`src/mcr_pkg.sv`:
```
// Functional notes
// Up to 16 chips supported, each chip with its own controller.
// Every chip keeps a full route table, entry index equals chip identifier.
// Default owner register names the consistency chip and shows update pending.
// After reset each chip is standalone and status reports disconnected.
// When connected, shared interrupts are grouped in blocks of 32, one owner each.
// Shared interrupts in blocks owned by no chip are never delivered.
// Wires accepted only for owned blocks; messages accepted for any owned block.
// One table operation at a time; software checks pending is zero first.
// Local addressing off: one common address per destination chip.
// Local addressing on: each chip uses its own per-destination address.
// Read-only configuration bit shows the local addressing setting.
// Three groups, each with its own forwarding enable.
// Group to IRQ or FIQ mapping depends on core exception level and security.
// Security disable tie-off sampled on leaving reset; high disables security.
// Read-only control bit reports the sampled security disable state.
// With security disabled only one security state and fewer groups.
// Systems without security must tie the disable input high.
// With security enabled Group 0 is always Secure.
// Mixed systems keep security on; cores enable only groups they support.
package mcr_pkg;
	localparam int unsigned MAX_CHIPS = 16;
	localparam int unsigned CHIP_W = 4;
	localparam int unsigned BLK_W = 6;
	localparam int unsigned BLK_SIZE = 32;
	localparam int unsigned BLK_SHIFT = 5;
	localparam int unsigned NUM_BLOCKS = 8;
	localparam int unsigned ADDR_W = 8;
	// Byte offsets
	localparam logic [7:0] OFS_CTRL = 8'h00;
	localparam logic [7:0] OFS_CFGID = 8'h04;
	localparam logic [7:0] OFS_DEFCHIP = 8'h08;
	localparam logic [7:0] OFS_STATUS = 8'h0C;
	localparam logic [7:0] OFS_ROUTE = 8'h40;
	localparam logic [7:0] ROUTE_END = 8'h80;
	// Route entry fields
	localparam int unsigned RE_VALID = 0;
	localparam int unsigned RE_BASE_LSB = 1;
	localparam int unsigned RE_CNT_LSB = 7;
	localparam int unsigned RE_ADDR_LSB = 16;
	// Control fields
	localparam int unsigned CT_EN_G0 = 0;
	localparam int unsigned CT_EN_G1S = 1;
	localparam int unsigned CT_EN_G1NS = 2;
	localparam int unsigned CT_DS = 6;
	localparam int unsigned CT_LEVEL_LSB = 8;
	// Other fields
	localparam int unsigned DC_PUP = 31;
	localparam int unsigned DC_VALID = 4;
	localparam int unsigned ST_RTS_LSB = 0;
	localparam int unsigned CFG_LCA = 0;
	localparam logic [1:0] RTS_DISCONNECTED = 2'h0;
	localparam logic [1:0] RTS_UPDATING = 2'h1;
	localparam logic [1:0] RTS_CONNECTED = 2'h2;
	localparam int unsigned UPDATE_CYCLES = 4;
	typedef enum logic [1:0] {
		GRP_G0 = 2'h0,
		GRP_G1S = 2'h1,
		GRP_G1NS = 2'h2
	} grp_e;
	typedef enum logic [1:0] {
		LVL_SEC_EL01 = 2'h0,
		LVL_NS = 2'h1,
		LVL_EL3 = 2'h2
	} level_e;
endpackage : mcr_pkg

```
`src/group_signal_map.sv`:
```
module group_signal_map (
	input wire logic [1:0] group,
	input wire logic [1:0] level,
	input wire logic security_off,
	input wire logic [2:0] group_enable,
	input wire logic pending,
	output logic irq,
	output logic fiq
);
	logic [1:0] grp_eff;
	logic en;
	logic to_irq;
	always_comb begin
		grp_eff = group;
		if (security_off && group == mcr_pkg::GRP_G1S) begin
			grp_eff = mcr_pkg::GRP_G1NS;
		end
		en = 1'b0;
		case (grp_eff)
			mcr_pkg::GRP_G0: en = group_enable[mcr_pkg::CT_EN_G0];
			mcr_pkg::GRP_G1S: en = group_enable[mcr_pkg::CT_EN_G1S];
			mcr_pkg::GRP_G1NS: en = group_enable[mcr_pkg::CT_EN_G1NS];
			default: en = 1'b0;
		endcase
		to_irq = 1'b0;
		if (security_off) begin
			to_irq = (grp_eff != mcr_pkg::GRP_G0);
		end else begin
			case (level)
				mcr_pkg::LVL_SEC_EL01: to_irq = (grp_eff == mcr_pkg::GRP_G1S);
				mcr_pkg::LVL_NS: to_irq = (grp_eff == mcr_pkg::GRP_G1NS);
				mcr_pkg::LVL_EL3: to_irq = 1'b0;
				default: to_irq = 1'b0;
			endcase
		end
		// Group 0 never signals IRQ while secure
		irq = pending && en && to_irq;
		fiq = pending && en && !to_irq;
	end
endmodule : group_signal_map

```
`src/multichip_routing_security.sv`:
```
// The Wishbone register port and the register offsets were left to the implementer.
module multichip_routing_security #(
	parameter int unsigned NUM_CHIPS = mcr_pkg::MAX_CHIPS,
	parameter bit LOCAL_ADDR = 1'b0,
	parameter logic [7:0] NUM_SPI_BLOCKS = 8'h08
) (
	input wire logic clk,
	input wire logic rst,
	input wire logic wb_cyc_i,
	input wire logic wb_stb_i,
	input wire logic wb_we_i,
	input wire logic [7:0] wb_adr_i,
	input wire logic [31:0] wb_dat_i,
	input wire logic [3:0] wb_sel_i,
	output logic [31:0] wb_dat_o,
	output logic wb_ack_o,
	output logic wb_err_o,
	input wire logic [3:0] chip_identifier_input,
	input wire logic security_disable_tieoff,
	input wire logic spi_wire_valid,
	input wire logic [10:0] spi_wire_id,
	input wire logic spi_msg_valid,
	input wire logic [10:0] spi_msg_id,
	input wire logic [1:0] spi_group,
	output logic spi_accept,
	output logic spi_local,
	output logic [3:0] spi_owner,
	output logic [7:0] spi_dest_addr,
	output logic irq,
	output logic fiq
);
	typedef enum logic [2:0] {
		ST_IDLE = 3'b001,
		ST_UPDATE = 3'b010,
		ST_DONE = 3'b100
	} upd_e;

	logic [31:0] route_q [mcr_pkg::MAX_CHIPS];
	logic [31:0] ctrl_q;
	logic [4:0] defchip_q;
	logic [1:0] rts_q;
	logic ds_q;
	logic ds_s1_q;
	logic ds_s2_q;
	logic [3:0] chip_identifier_input_s1_q;
	logic [3:0] chip_identifier_input_s2_q;
	logic reset_seen_q;
	upd_e upd_q;
	logic [2:0] upd_cnt_q;
	logic ack_q;
	logic err_q;
	logic [31:0] rdata_q;
	logic [31:0] rdata_d;
	logic wr_ok;
	logic req;
	logic mapped;
	logic is_route;
	logic [3:0] route_idx;
	logic pending;

	assign req = wb_cyc_i && wb_stb_i && !ack_q && !err_q;
	assign is_route = wb_adr_i >= mcr_pkg::OFS_ROUTE && wb_adr_i < mcr_pkg::ROUTE_END;
	assign route_idx = wb_adr_i[5:2];
	assign pending = (upd_q != ST_IDLE);
	assign mapped = is_route || wb_adr_i == mcr_pkg::OFS_CTRL || wb_adr_i == mcr_pkg::OFS_CFGID
		|| wb_adr_i == mcr_pkg::OFS_DEFCHIP || wb_adr_i == mcr_pkg::OFS_STATUS;
	// Full-word writes only; table writes refused while an update runs
	assign wr_ok = req && wb_we_i && mapped && wb_sel_i == 4'hF;

	// Pin synchronisers
	always_ff @(posedge clk) begin
		ds_s1_q <= security_disable_tieoff;
		ds_s2_q <= ds_s1_q;
		chip_identifier_input_s1_q <= chip_identifier_input;
		chip_identifier_input_s2_q <= chip_identifier_input_s1_q;
	end

	// Tie-off captured on the first cycle after reset release
	always_ff @(posedge clk) begin
		if (rst) begin
			reset_seen_q <= 1'b1;
			ds_q <= 1'b0;
		end else if (reset_seen_q) begin
			reset_seen_q <= 1'b0;
			ds_q <= ds_s2_q;
		end
	end

	// Control register: group enables and core level
	always_ff @(posedge clk) begin
		if (rst) begin
			ctrl_q <= 32'h0000_0000;
		end else if (wr_ok && wb_adr_i == mcr_pkg::OFS_CTRL) begin
			ctrl_q <= {22'h0, wb_dat_i[mcr_pkg::CT_LEVEL_LSB+1:mcr_pkg::CT_LEVEL_LSB], 5'h0,
				wb_dat_i[mcr_pkg::CT_EN_G1NS:mcr_pkg::CT_EN_G0]};
		end
	end

	// Route table, one entry per chip
	always_ff @(posedge clk) begin
		if (rst) begin
			for (int i = 0; i < int'(mcr_pkg::MAX_CHIPS); i++) begin
				route_q[i] <= 32'h0000_0000;
			end
		end else if (wr_ok && is_route && !pending && 32'(route_idx) < NUM_CHIPS) begin
			route_q[route_idx] <= wb_dat_i;
		end
	end

	// Default owner register
	always_ff @(posedge clk) begin
		if (rst) begin
			defchip_q <= 5'h00;
		end else if (wr_ok && wb_adr_i == mcr_pkg::OFS_DEFCHIP && !pending) begin
			defchip_q <= wb_dat_i[mcr_pkg::DC_VALID:0];
		end
	end

	// Update interlock sequencer
	always_ff @(posedge clk) begin
		if (rst) begin
			upd_q <= ST_IDLE;
			upd_cnt_q <= 3'h0;
		end else begin
			case (upd_q)
				ST_IDLE: begin
					if (wr_ok && (is_route || wb_adr_i == mcr_pkg::OFS_DEFCHIP)) begin
						upd_q <= ST_UPDATE;
						upd_cnt_q <= 3'(mcr_pkg::UPDATE_CYCLES - 1);
					end
				end
				ST_UPDATE: begin
					if (upd_cnt_q == 3'h0) begin
						upd_q <= ST_DONE;
					end else begin
						upd_cnt_q <= upd_cnt_q - 3'h1;
					end
				end
				ST_DONE: upd_q <= ST_IDLE;
				default: upd_q <= ST_IDLE;
			endcase
		end
	end

	// Link status
	always_ff @(posedge clk) begin
		if (rst) begin
			rts_q <= mcr_pkg::RTS_DISCONNECTED;
		end else if (upd_q == ST_UPDATE) begin
			rts_q <= mcr_pkg::RTS_UPDATING;
		end else if (upd_q == ST_DONE) begin
			rts_q <= defchip_q[mcr_pkg::DC_VALID] ? mcr_pkg::RTS_CONNECTED
				: mcr_pkg::RTS_DISCONNECTED;
		end
	end

	// Read mux
	always_comb begin
		rdata_d = 32'h0000_0000;
		if (is_route) begin
			rdata_d = 32'(route_idx) < NUM_CHIPS ? route_q[route_idx] : 32'h0000_0000;
		end else begin
			case (wb_adr_i)
				mcr_pkg::OFS_CTRL: begin
					rdata_d = ctrl_q;
					rdata_d[mcr_pkg::CT_DS] = ds_q;
				end
				mcr_pkg::OFS_CFGID: rdata_d[mcr_pkg::CFG_LCA] = LOCAL_ADDR;
				mcr_pkg::OFS_DEFCHIP: begin
					rdata_d[mcr_pkg::DC_VALID:0] = defchip_q;
					rdata_d[mcr_pkg::DC_PUP] = pending;
				end
				mcr_pkg::OFS_STATUS: begin
					rdata_d[mcr_pkg::ST_RTS_LSB+1:mcr_pkg::ST_RTS_LSB] = rts_q;
					rdata_d[11:8] = chip_identifier_input_s2_q;
				end
				default: rdata_d = 32'h0000_0000;
			endcase
		end
	end

	// Bus answer one cycle after request
	always_ff @(posedge clk) begin
		if (rst) begin
			ack_q <= 1'b0;
			err_q <= 1'b0;
			rdata_q <= 32'h0000_0000;
		end else begin
			ack_q <= req && mapped;
			err_q <= req && !mapped;
			rdata_q <= (req && mapped && !wb_we_i) ? rdata_d : 32'h0000_0000;
		end
	end
	assign wb_ack_o = ack_q;
	assign wb_err_o = err_q;
	assign wb_dat_o = rdata_q;

	// Block ownership lookup
	logic [10:0] sel_id;
	logic [5:0] sel_blk;
	logic [mcr_pkg::MAX_CHIPS-1:0] hit;
	logic owned;
	logic [3:0] owner;
	logic connected;

	assign sel_id = spi_wire_valid ? spi_wire_id : spi_msg_id;
	assign sel_blk = sel_id[10:mcr_pkg::BLK_SHIFT];
	assign connected = (rts_q == mcr_pkg::RTS_CONNECTED);

	genvar g;
	generate
		for (g = 0; g < int'(mcr_pkg::MAX_CHIPS); g++) begin : g_own
			logic [5:0] base;
			logic [6:0] lim;
			assign base = route_q[g][mcr_pkg::RE_BASE_LSB+5:mcr_pkg::RE_BASE_LSB];
			assign lim = 7'(base) + 7'(route_q[g][mcr_pkg::RE_CNT_LSB+5:mcr_pkg::RE_CNT_LSB]);
			assign hit[g] = (g < NUM_CHIPS) && route_q[g][mcr_pkg::RE_VALID]
				&& sel_blk >= base && 7'(sel_blk) < lim;
		end
	endgenerate

	always_comb begin
		owned = 1'b0;
		owner = 4'h0;
		for (int i = int'(mcr_pkg::MAX_CHIPS) - 1; i >= 0; i--) begin
			if (hit[i]) begin
				owned = 1'b1;
				owner = 4'(i);
			end
		end
	end

	logic accept_d;
	logic local_d;
	logic [7:0] addr_d;
	always_comb begin
		local_d = owned && owner == chip_identifier_input_s2_q;
		accept_d = 1'b0;
		if (!connected) begin
			// Standalone: everything in range is local
			accept_d = (spi_wire_valid || spi_msg_valid) && 8'(sel_blk) < NUM_SPI_BLOCKS;
			local_d = accept_d;
		end else if (spi_wire_valid) begin
			accept_d = owned && local_d;
		end else if (spi_msg_valid) begin
			accept_d = owned;
		end
		// Common or per-source destination address
		if (LOCAL_ADDR) begin
			addr_d = route_q[owner][mcr_pkg::RE_ADDR_LSB+7:mcr_pkg::RE_ADDR_LSB]
				^ {4'h0, chip_identifier_input_s2_q};
		end else begin
			addr_d = route_q[owner][mcr_pkg::RE_ADDR_LSB+7:mcr_pkg::RE_ADDR_LSB];
		end
	end

	always_ff @(posedge clk) begin
		if (rst) begin
			spi_accept <= 1'b0;
			spi_local <= 1'b0;
			spi_owner <= 4'h0;
			spi_dest_addr <= 8'h00;
		end else begin
			spi_accept <= accept_d;
			spi_local <= accept_d && local_d;
			spi_owner <= connected ? owner : chip_identifier_input_s2_q;
			spi_dest_addr <= accept_d ? addr_d : 8'h00;
		end
	end

	logic irq_d;
	logic fiq_d;
	group_signal_map u_map (
		.group(spi_group),
		.level(ctrl_q[mcr_pkg::CT_LEVEL_LSB+1:mcr_pkg::CT_LEVEL_LSB]),
		.security_off(ds_q),
		.group_enable(ctrl_q[mcr_pkg::CT_EN_G1NS:mcr_pkg::CT_EN_G0]),
		.pending(accept_d && local_d),
		.irq(irq_d),
		.fiq(fiq_d)
	);

	always_ff @(posedge clk) begin
		if (rst) begin
			irq <= 1'b0;
			fiq <= 1'b0;
		end else begin
			irq <= irq_d;
			fiq <= fiq_d;
		end
	end
endmodule : multichip_routing_security

```
`config.mk`:
```
export PLATFORM = sky130hd
export DESIGN_NAME = multichip_routing_security
export DESIGN_NICKNAME = d
export VERILOG_FILES = /design/src/mcr_pkg.sv /design/src/group_signal_map.sv /design/src/multichip_routing_security.sv
export SDC_FILE = /design/constraint.sdc
export NUM_CORES = 1
export LEC_CHECK = 0
export BUFFER_PORTS_ARGS = -buffer_cell sky130_fd_sc_hd__clkbuf_2
export CORE_AREA = 2 2 251 315
export CTS_BUF_LIST = sky130_fd_sc_hd__clkbuf_2
export DETAILED_ROUTE_END_ITERATION = 10
export DIE_AREA = 0 0 253 317
export HOLD_SLACK_MARGIN = 0.15
export PLACE_DENSITY = 0.64
export SLEW_MARGIN = 20
export SYNTH_ARGS = -nofsm -noshare
export SYNTH_HDL_FRONTEND = slang
export SYNTH_SLANG_ARGS = --single-unit
```
`constraint.sdc`:
```
create_clock -name clk -period 5.7 [get_ports clk]
set_input_delay 0.285 -clock clk [delete_from_list [all_inputs] [get_ports clk]]
set_output_delay 0.285 -clock clk [all_outputs]
set_load 0.1 [all_outputs]
```
==> impl_metrics.json, run 1 <==
{
  "status": "finished, final reports clean",
  "finalCritPeriodShare_pct": 94.3,
  "avgRoutedWirePerCell_um": 26.7,
  "netlist_instances": 2724,
  "hp-start": "chip_identifier_input_s1_q[2]$_DFF_P_",
  "place_congestion": 0.924,
  "postLayoutCellArea_um2": 39000,
  "hold_viol": 0,
  "fin_cells": 4168,
  "ant_nets": 0,
  "dieArea_um2": 80200,
  "ys_types": 85,
  "vias_per_cell": 5.96,
  "tns_ps": 0,
  "vias": 24800,
  "clock_path_buffers": 3,
  "dp_cells": 3741,
  "antenna_found_initial": 13,
  "first_global_vias": 25600,
  "timing.rr.start": "route_q[6][1]$_SDFFCE_PN0P_",
  "yosys_warnings": 0,
  "max_freq_mhz": 186,
  "portBuffers": 119,
  "grt_max_degree": 68,
  "syn_nets": 3094,
  "min_period_ps": 5380,
  "io_pins": 130,
  "tritoncts": "built",
  "yosysSeqAreaShare_pct": 49.3,
  "worst-endpoint-arrival_ps": 6700,
  "avgSynthCellArea_um2": 12.6,
  "setup_viol": 0,
  "worstSetupPathType": "reg -> reg",
  "htreeDepth": 4,
  "async_reset_ff_share_pct": 0,
  "fp.dieH_um": 317,
  "clkSlewWorstSetupHoldPaths_ps": 110,
  "clock-skew-final_ps": 144,
  "syn_area_um2": 34400,
  "core-area_um2": 77000,
  "maxCapViolations": 0,
  "clkSinkCount": 592,
  "nets": 3421,
  "hold_path_class": "reg -> reg",
  "ff2ff_path_depth": 20,
  "crit_fanout": 6,
  "p_leak_nw": 16.1,
  "finalPower_mw": 9.73,
  "drv_slew": 0,
  "grt_usage_pct": 28.0,
  "area_growth_pct": 13.4,
  "place_area_um2": 36200,
  "cts_buffers": 153,
  "post_cts_buffers": 0,
  "drc": 0,
  "hold_depth": 0,
  "cts_root_buf": "clkbuf_2",
  "std_cell_rows": 114,
  "initial_core_util_pct": 44.7,
  "p_per_area_nw_per_um2": 249,
  "rr_endpoint": "irq$_SDFF_PP0_",
  "synth-main-ff-cell": "edfxtp_1",
  "dp.final_hpwl_um": 72100,
  "crit_required_ps": 7020,
  "synth_edf_count": 512,
  "endpoint_kind": "register",
  "reg2reg_slack_ps": 320,
  "peakVddDrop_mv": 0.171,
  "min_delay_worst_endpoint": "chip_identifier_input_s2_q[2]$_DFF_P_",
  "relSlewSlack_pct": 20.9,
  "rsz0062_at_grt": "no",
  "drt-initial-drc-count": 2338,
  "grt.overflow.total": 0,
  "tightestPinTransition_ps": 1180,
  "ys_ff_latch": 592,
  "grt_pass1_wl_um": 162000,
  "wl_um": 111000,
  "drive_gt1_share_pct": 20.6,
  "die_x_um": 253,
  "dr.pass1.iters": 6,
  "clk_latency_ps": 1450,
  "cp-start-kind": "register"
}
layer usage:
metal	vias up	GRT usage [%]	routed length, um
met3	349	6.41	9280
met4	8	17.4	6910
li1	10900	-	-
met2	1232	46.8	53800
met1	12400	32.8	41400
met5	-	0	46
Yosys cell counts (all sizes together) (50+ instances only):
library cell	number	share of area, %
clkbuf	124	1.4
a21oi	114	1.7
nand2	82	0.90
edfxtp	512	45
dfxtp	80	4.7
a21o	50	1.1
nor2	101	1.1
inv	130	1.4
ha	274	10
mux4	160	10
o21ai	78	1.2
mux2i	51	1.5
and2	516	9.4
state kept, by name, indices dropped and copies added, names as in the netlist, 2 cells and up:
| register | cells |
|---|---|
| route_q | 512 |
| wb_dat_o | 32 |
| spi_dest_addr | 8 |
| ctrl_q | 5 |
| defchip_q | 5 |
| chip_identifier_input_s1_q | 4 |
| chip_identifier_input_s2_q | 4 |
| spi_owner | 4 |
| upd_cnt_q | 3 |
| upd_q | 3 |
| rts_q | 2 |
worst max path at each step:
stage,start,endpoint,cells after the start
detailed placement,spi_wire_valid,spi_dest_addr[1]$_SDFF_PP0_,16
finish,route_q[6][1]$_SDFFCE_PN0P_,irq$_SDFF_PP0_,20
global placement,spi_wire_valid,spi_dest_addr[6]$_SDFF_PP0_,17
floorplan,route_q[4][1]$_SDFFCE_PN0P_,spi_dest_addr[2]$_SDFF_PP0_,18
CTS,wb_ack_o$_SDFF_PP0_,route_q[0][7]$_SDFFCE_PN0P_,13
global route,route_q[6][1]$_SDFFCE_PN0P_,irq$_SDFF_PP0_,20
through the flow:
| step | worst slack, ps | hold WS, ps | utilization, % |
|---|---|---|---|
| 2_1_floorplan | 1600 | 310 | - |
| 3_3_place_gp | 545 | 311 | 47.0 |
| 3_5_place_dp | 557 | 312 | 47.0 |
| 4_1_cts | 263 | 157 | 50.6 |
| 5_1_grt | 15.7 | 234 | 50.7 |
| 6_report | 322 | 316 | 50.7 |
worst max-delay path: stages (launching register included):
cell           delay, ps
edfxtp_1             440
ha_1                 260
fa_1                 430
a21o_1               190
a21oi_1              190
xor2_1               100
ha_1                 300
o2111ai_1            130
nor2_1               130
a221oi_1             100
o311ai_1             600
and2_0               420
and4_4               330
o21a_4               150
a21oi_2               60
a2111oi_4            290
a41oi_2              230
nor2_1               150
buf_4                150
and3_1               150
dlygate4sd3_1        550
placed cells by master (no fill, tap or decap), types with 9 or more instances in the layout:
master / instances
edfxtp_1: 512
nor3_1: 9
nor2_2: 16
nand3_1: 21
o21ai_0: 76
xor2_1: 30
nand4_1: 10
nor2b_1: 16
fa_1: 16
xnor2_1: 32
a211oi_1: 30
o21bai_1: 24
mux2_2: 14
nor2_1: 85
a21oi_1: 112
clkbuf_2: 342
buf_4: 63
or2_2: 14
o21a_1: 18
ha_1: 274
clkinv_1: 34
a21o_1: 50
nand2b_1: 15
mux4_2: 160
dfxtp_1: 80
mux2i_1: 50
and3_1: 26
and2_1: 514
a22oi_1: 15
a21boi_0: 14
inv_1: 130
dlygate4sd3_1: 141
nand2_1: 81
area by class of cell:
class	instances	area, um2
Clock buffer	225	1130
Tap cell	986	1230
Clock inverter	56	303
Antenna cell	5	12.5
Sequential cell	592	17000
Timing Repair Buffer	323	2490
Multi-Input combinational cell	1851	16400
Inverter	130	488
Fill cell	6692	38000
cells by family (layout without fill, tap and decap cells):
logic type | after synthesis | after routing | share of synthesized area, %
AOI/OAI and AO/OA | 438 | 438 | 8.65
other | 0 | 5 | 0
DFF | 592 | 592 | 49.3
xor gates and xnor gates | 62 | 62 | 1.58
muxes | 225 | 225 | 12.5
adders and majority gates | 290 | 290 | 10.9
buffers and inverters | 281 | 734 | 3.17
and+or+nand+nor | 836 | 836 | 13.9
what timing repair did:
action                                  in CTS  in global routing
endpoints found under the hold margin      684                  0
resized for setup                            0                  1
hold buffers                               141                  0
endpoints found under the setup margin       0                  7
report_power, final:
| group | switching [mW] | internal (mW) |
|---|---|---|
| clock network | 1.89 | 1.14 |
| logic | 1.09 | 0.714 |
| registers | 0.0876 | 4.81 |
Note: power is estimated with default switching activity, not from simulation.
==> run 2: changes to the inputs <==
--- a/config.mk
+++ b/config.mk
@@ -7,10 +7,11 @@
 export LEC_CHECK = 0
 export BUFFER_PORTS_ARGS = -buffer_cell sky130_fd_sc_hd__clkbuf_2
-export CORE_AREA = 2 2 251 315
+export CAP_MARGIN = 20
+export CORE_AREA = 2 2 263 329
 export CTS_BUF_LIST = sky130_fd_sc_hd__clkbuf_2
 export DETAILED_ROUTE_END_ITERATION = 10
-export DIE_AREA = 0 0 253 317
+export DIE_AREA = 0 0 265 331
 export HOLD_SLACK_MARGIN = 0.15
-export PLACE_DENSITY = 0.64
+export PLACE_DENSITY = 0.59
 export SLEW_MARGIN = 20
 export SYNTH_ARGS = -nofsm -noshare
==> constraint.sdc (replaced) <==
create_clock -name clk -period 5.7 [get_ports clk]
set_input_delay 1.14 -clock clk [delete_from_list [all_inputs] [get_ports clk]]
set_output_delay 1.14 -clock clk [all_outputs]
set_load 0.1 [all_outputs]
==> impl_metrics.json, run 2 (same netlist as run 1, synthesis figures left out) <==
{
  "status": "finished, final reports clean",
  "place_congestion": 0.936,
  "core-area_um2": 84300,
  "ant_nets": 0,
  "finalCritPeriodShare_pct": 87.7,
  "grt_usage_pct": 24.8,
  "worstSetupPathType": "reg -> reg",
  "hold_viol": 0,
  "hold_path_class": "in -> reg",
  "drv_slew": 0,
  "regMostFlops": "route_q",
  "wl_um": 108000,
  "relSlewSlack_pct": 21.2,
  "max_freq_mhz": 200,
  "cts_root_buf": "clkbuf_2",
  "initial_core_util_pct": 40.8,
  "crit_required_ps": 6970,
  "dr.pass1.iters": 8,
  "crit_fanout": 26,
  "final_common_cell": "and2_1",
  "maxCapViolations": 0,
  "whs_ps": 302,
  "dp.final_hpwl_um": 72300,
  "cts_resized": 0,
  "multiInputGateArea_um2": 16400,
  "endpoint_kind": "register",
  "grt_pass1_wl_um": 158000,
  "fillers": 7658,
  "std_cell_rows": 119,
  "post_cts_buffers": 0,
  "clkSlewWorstSetupHoldPaths_ps": 110,
  "setup_viol": 0,
  "drc": 0,
  "grt_max_degree": 83,
  "nets": 3331,
  "clk_latency_ps": 1430,
  "largest_register_ffs": 512,
  "grt.overflow.total": 0,
  "seqCellArea_um2": 17000,
  "tns_ps": 0,
  "fp.dieH_um": 331,
  "clock-skew-final_ps": 104,
  "drt-initial-drc-count": 1987,
  "p_per_area_nw_per_um2": 252,
  "avgRoutedWirePerCell_um": 25.7,
  "cp_num_buf_inv": 2,
  "first_global_vias": 24900,
  "worst-endpoint-arrival_ps": 6270,
  "antenna_found_initial": 12,
  "cp-start-kind": "register",
  "htreeDepth": 4,
  "p_leak_nw": 15.8,
  "drive_gt1_share_pct": 22.0,
  "slowest_delay_ps": 510,
  "postLayoutCellArea_um2": 38400,
  "cp_cell_sequence": "ha_1 > a21o_1 > a21oi_1 > o21bai_1 > a21oi_1 > xor2_1 > ha_1 > nand3_1 > a211oi_1 > nor3_1 > o311ai_1 > a21boi_1 > o311ai_2 > nand4b_4 > nand2_2 > buf_12 > buf_12 > mux2i_1 > a22oi_1 > o211a_1 > o21a_1",
  "min_period_ps": 5000,
  "peakVddDrop_mv": 0.159,
  "io_pins": 130,
  "tightestPinTransition_ps": 1170,
  "cp_top_family": "compound AO/OA/AOI/OAI gates",
  "portBuffers": 119,
  "cts_buffers": 153,
  "vias": 23800,
  "clkSinkCount": 592,
  "layout_common_cells": "and2_1 (514), edfxtp_1 (512), clkbuf_2 (347)",
  "clock_path_buffers": 3,
  "die_x_um": 265,
  "tritoncts": "built",
  "rsz0062_at_grt": "no",
  "place_area_um2": 36600,
  "crit_path_top_delay_cell": "o311ai_2",
  "vias_per_cell": 5.69,
  "area_growth_pct": 11.5,
  "dieArea_um2": 87700
}
run 2: cell count changes in the layout (fill, tap and decap cells not counted), sizes merged:
cell	before	now
diode	5	12
inv	138	133
buf	64	85
clkbuf	343	348
dlygate4sd3	141	31
clkinv	43	37
run 2: layer usage:
| layer | global-route usage (%) | wire length [um] |
|---|---|---|
| met1 | 29.6 | 42000 |
| met2 | 42.8 | 53100 |
| met3 | 4.77 | 7240 |
| met4 | 12.9 | 5330 |
| met5 | 0 | 0 |
run 2: through the flow:
step	power [mW]	std cells	setup slack, ps	util (%)
after floorplan	6.11	2724	950	-
after global placement	6.74	3864	61.9	43.5
after detailed placement	6.79	3864	29.1	43.5
after CTS	9.77	4171	755	45.5
after global routing	10.1	4179	466	45.5
final	9.69	4183	698	45.5
run 2: cell type report:
| cell class | count | area share [%] |
|---|---|---|
| Antenna cell | 12 | 0.0783 |
| Clock buffer | 231 | 3.01 |
| Clock inverter | 45 | 0.603 |
| Inverter | 130 | 1.27 |
| Multi-Input combinational cell | 1851 | 42.7 |
| Sequential cell | 592 | 44.2 |
| Tap cell | 1089 | 3.55 |
| Timing Repair Buffer | 233 | 4.55 |
run 2: final timing paths:
check | from | slack [ps] | cells past startpoint | to
worst max-delay path | route_q[14][2]$_SDFFCE_PN0P_ | 700 | 21 | spi_dest_addr[5]$_SDFF_PP0_
worst max register to register | route_q[14][2]$_SDFFCE_PN0P_ | 700 | 21 | spi_dest_addr[5]$_SDFF_PP0_
worst min-delay path | wb_adr_i[0] | 300 | 4 | wb_err_o$_SDFF_PP0_
worst min register to register | chip_identifier_input_s1_q[1]$_DFF_P_ | 340 | 0 | chip_identifier_input_s2_q[1]$_DFF_P_
run 2: worst reg2reg max path: stages, from the launching register on:
cell,delay [ps]
edfxtp_1,500
ha_1,340
a21o_1,160
a21oi_1,210
o21bai_1,100
a21oi_1,170
xor2_1,90
ha_1,310
nand3_1,100
a211oi_1,240
nor3_1,110
o311ai_1,430
a21boi_1,210
o311ai_2,510
nand4b_4,190
nand2_2,120
buf_12,200
buf_12,230
mux2i_1,220
a22oi_1,110
o211a_1,150
o21a_1,200
run 2: power by group:
group | leakage, nW | switching, mW | internal, mW
Combinational | 8.73 | 1.09 | 0.730
Sequential | 5.99 | 0.0845 | 4.81
Clock | 1.07 | 1.84 | 1.13
run 2: timing repair:
action | 4_1_cts | 5_1_grt
hold buffers | 31 | 0
endpoints found under the hold margin | 280 | 0
endpoints found under the setup margin | 0 | 0
==> run 3: changes to the inputs <==
CORE_AREA = 2 2 262 329   (was 2 2 263 329)
DIE_AREA = 0 0 264 331   (was 0 0 265 331)
SYNTH_HIERARCHICAL = 1   (was default)
clock period = 4.7 ns   (was 5.7 ns; I/O delays follow)
==> impl_metrics.json, run 3 <==
{
  "status": "complete, but fails checks",
  "violations": "setup timing",
  "seqPwrFrac_pct": 47.5,
  "htreeDepth": 4,
  "initial_core_util_pct": 40.8,
  "rsz0062_at_grt": "yes",
  "crit_required_ps": 5990,
  "std_cell_rows": 119,
  "cts_buffers": 155,
  "synth.most_common_cell": "and2_1",
  "hold_viol": 0,
  "grt.overflow.total": 0,
  "wl_um": 110000,
  "grt_usage_pct": 25.3,
  "synth-main-ff-cell": "edfxtp_1",
  "clkPwrFrac_pct": 32.3,
  "finalCritPeriodShare_pct": 101,
  "dp.final_hpwl_um": 73600,
  "fp.dieH_um": 331,
  "seqCellArea_um2": 17000,
  "ff2ff_path_depth": 23,
  "p_switching_mw": 3.77,
  "largest_register_ffs": 512,
  "cp-start-kind": "register",
  "tritoncts": "built",
  "first_global_vias": 25500,
  "tns_ps": -65.5,
  "crit_path_top_delay_cell": "edfxtp_1",
  "regMostFlops": "route_q",
  "max_freq_mhz": 211,
  "antenna_found_initial": 8,
  "min_period_ps": 4750,
  "yosys_warnings": 6,
  "drv_slew": 0,
  "finalPower_mw": 12.5,
  "avgSynthCellArea_um2": 12.8,
  "p_per_area_nw_per_um2": 309,
  "postLayoutCellArea_um2": 40400,
  "p_leak_nw": 16.9,
  "dieArea_um2": 87400,
  "place_area_um2": 37700,
  "synth_top_area_cell": "edfxtp_1",
  "vias": 24300,
  "io_pins": 130,
  "clkSinkCount": 592,
  "grt_max_degree": 84,
  "clk_latency_ps": 1410,
  "area_growth_pct": 18.0,
  "layout_common_cells": "and2_1 (514), edfxtp_1 (512), clkbuf_2 (329)",
  "ant_nets": 0,
  "fin_util_pct": 48.1,
  "vias_per_cell": 5.62,
  "grt_pass1_wl_um": 161000,
  "clock_path_buffers": 3,
  "swShare_pct": 30.2,
  "setup_viol": 2,
  "worst-endpoint-arrival_ps": 6040,
  "maxCapViolations": 0,
  "tightestPinTransition_ps": 1070,
  "synth_top_area_share_pct": 44.9,
  "syn_area_um2": 34200,
  "combPwrFrac_pct": 20.2,
  "worstSetupPathType": "reg -> reg",
  "drive_gt1_share_pct": 28.0,
  "core-area_um2": 84000,
  "relSlewSlack_pct": 28.6,
  "hold_depth": 2,
  "yosysSeqAreaShare_pct": 49.6,
  "crit_fanout": 3,
  "ys_types": 71,
  "drc": 0,
  "hp-start": "chip_identifier_input[0]",
  "cp_cell_sequence": "ha_1 > a21o_1 > a21oi_2 > o21bai_1 > a21oi_1 > xor2_1 > ha_1 > and3_4 > a221o_1 > a21oi_1 > o311ai_2 > buf_4 > nor2b_1 > or3_4 > o31ai_4 > xnor2_1 > nand4_1 > o21ai_1 > buf_4 > nand2_2 > o32a_1 > o21ba_1 > nor2b_1",
  "drt-initial-drc-count": 1899,
  "timing.rr.start": "route_q[8][2]$_SDFFCE_PN0P_",
  "die_x_um": 264,
  "fillers": 7533,
  "hold_path_class": "in -> reg",
  "endpoint_kind": "register",
  "synth_edf_count": 512,
  "async_reset_ff_share_pct": 0,
  "netlist_instances": 2673,
  "netlist_top_cells_count": "and2_1 (514), edfxtp_1 (512), ha_1 (274), mux4_2 (160), inv_1 (133)",
  "cp-startpoint": "route_q[8][2]$_SDFFCE_PN0P_",
  "peakVddDrop_mv": 0.207,
  "nets": 3473,
  "portBuffers": 119,
  "ys_ff_latch": 592,
  "clock-skew-final_ps": 103,
  "yosys-top-cells-area": "edfxtp_1 (45%), mux4_2 (11%), ha_1 (10%)",
  "fin_cells": 4319,
  "cts_root_buf": "clkbuf_2",
  "dp_cells": 3961,
  "fin_ws_ps": -45.5,
  "place_congestion": 0.950,
  "avgRoutedWirePerCell_um": 25.6,
  "clkSlewWorstSetupHoldPaths_ps": 120,
  "syn_nets": 3043,
  "final_common_cell": "and2_1",
  "dr.pass1.iters": 5,
  "internal_power_mw": 8.71,
  "multiInputGateArea_um2": 16500,
  "slowest_delay_ps": 430
}
-- run 3: cell count changes after synthesis, moves of 10 or more --
cell,before,now
o22ai_1,6,16
mux2i_1,50,61
nand2b_1,15,32
o21ai_0,76,64
nor2_1,101,85
a21boi_0,14,4
nand2_1,81,34
-- run 3: path summary, 6_finish.rpt --
kind / to / slack [ps]
hold / removal: chip_identifier_input_s1_q[0]$_DFF_P_ / 300
setup / recovery: irq$_SDFF_PP0_ / -50
hold reg to reg: chip_identifier_input_s2_q[3]$_DFF_P_ / 310
setup reg to reg: irq$_SDFF_PP0_ / -50
-- run 3: logic make-up (layout without fill, tap and decap cells) --
| group | count (synthesis) | count (layout) | synth area share [%] |
|---|---|---|---|
| AO/OA/AOI/OAI | 415 | 415 | 8.15 |
| XOR/XNOR | 65 | 65 | 1.66 |
| adder cells (fa/ha/maj) | 290 | 290 | 11.0 |
| buffers and inverters | 280 | 830 | 3.19 |
| flip-flops | 592 | 592 | 49.6 |
| multiplexers | 237 | 237 | 12.9 |
| other | 0 | 7 | 0 |
| AND/OR/NAND/NOR | 794 | 794 | 13.6 |
-- run 3: routing by layer --
layer,GRT usage [%],up-vias,routed length [um]
met5,0,-,23
met4,14.0,4,5730
met3,4.87,274,6520
met2,44.2,869,56000
met1,29.5,12200,42100
li1,-,10900,-
-- run 3: power by group through the flow --
stage               Combinational, mW  Clock (mW)  Sequential, mW
floorplan                        1.31           0            6.05
global placement                 2.20           0            6.04
detailed placement               2.24           0            6.05
CTS                              2.32        4.15            5.93
global route                     2.69        4.40            5.95
finish                           2.52        4.03            5.93
-- run 3: timing repair --
item                                    CTS  global route
buffers inserted                         14             9
hold buffers                             45             0
hold endpoints to repair                374             0
pin swaps                                19            27
cloned                                    0             6
endpoints found under the setup margin   12            10
gates resized for setup                  42            44
-- run 3: worst max-delay path, delay by kind of cell (launching register included) --
kind | cells | cell delay (ps)
XOR/XNOR | 2 | 270
adder cells (fa/ha/maj) | 2 | 590
buffers and inverters | 2 | 330
AND/OR/NAND/NOR | 6 | 890
AO/OA/AOI/OAI | 11 | 2110
flip-flops | 1 | 430
-- run 3: layout make-up --
type	count	area share (%)
tap	1089	3.37
antenna	7	0.0434
timing repair buffer	420	8.42
clock buffer	213	2.64
sequential	592	42.0
inverter	133	1.24
multi-input combinational	1801	40.9
clock inverter	64	1.31
-- run 3: per-stage QoR --
stage / setup slack (ps) / hold WS (ps)
floorplan: 28.7 / 310
global placement: -629 / 320
detailed placement: -663 / 335
CTS: 0.269 / 152
global route: -308 / 150
finish: -45.5 / 303
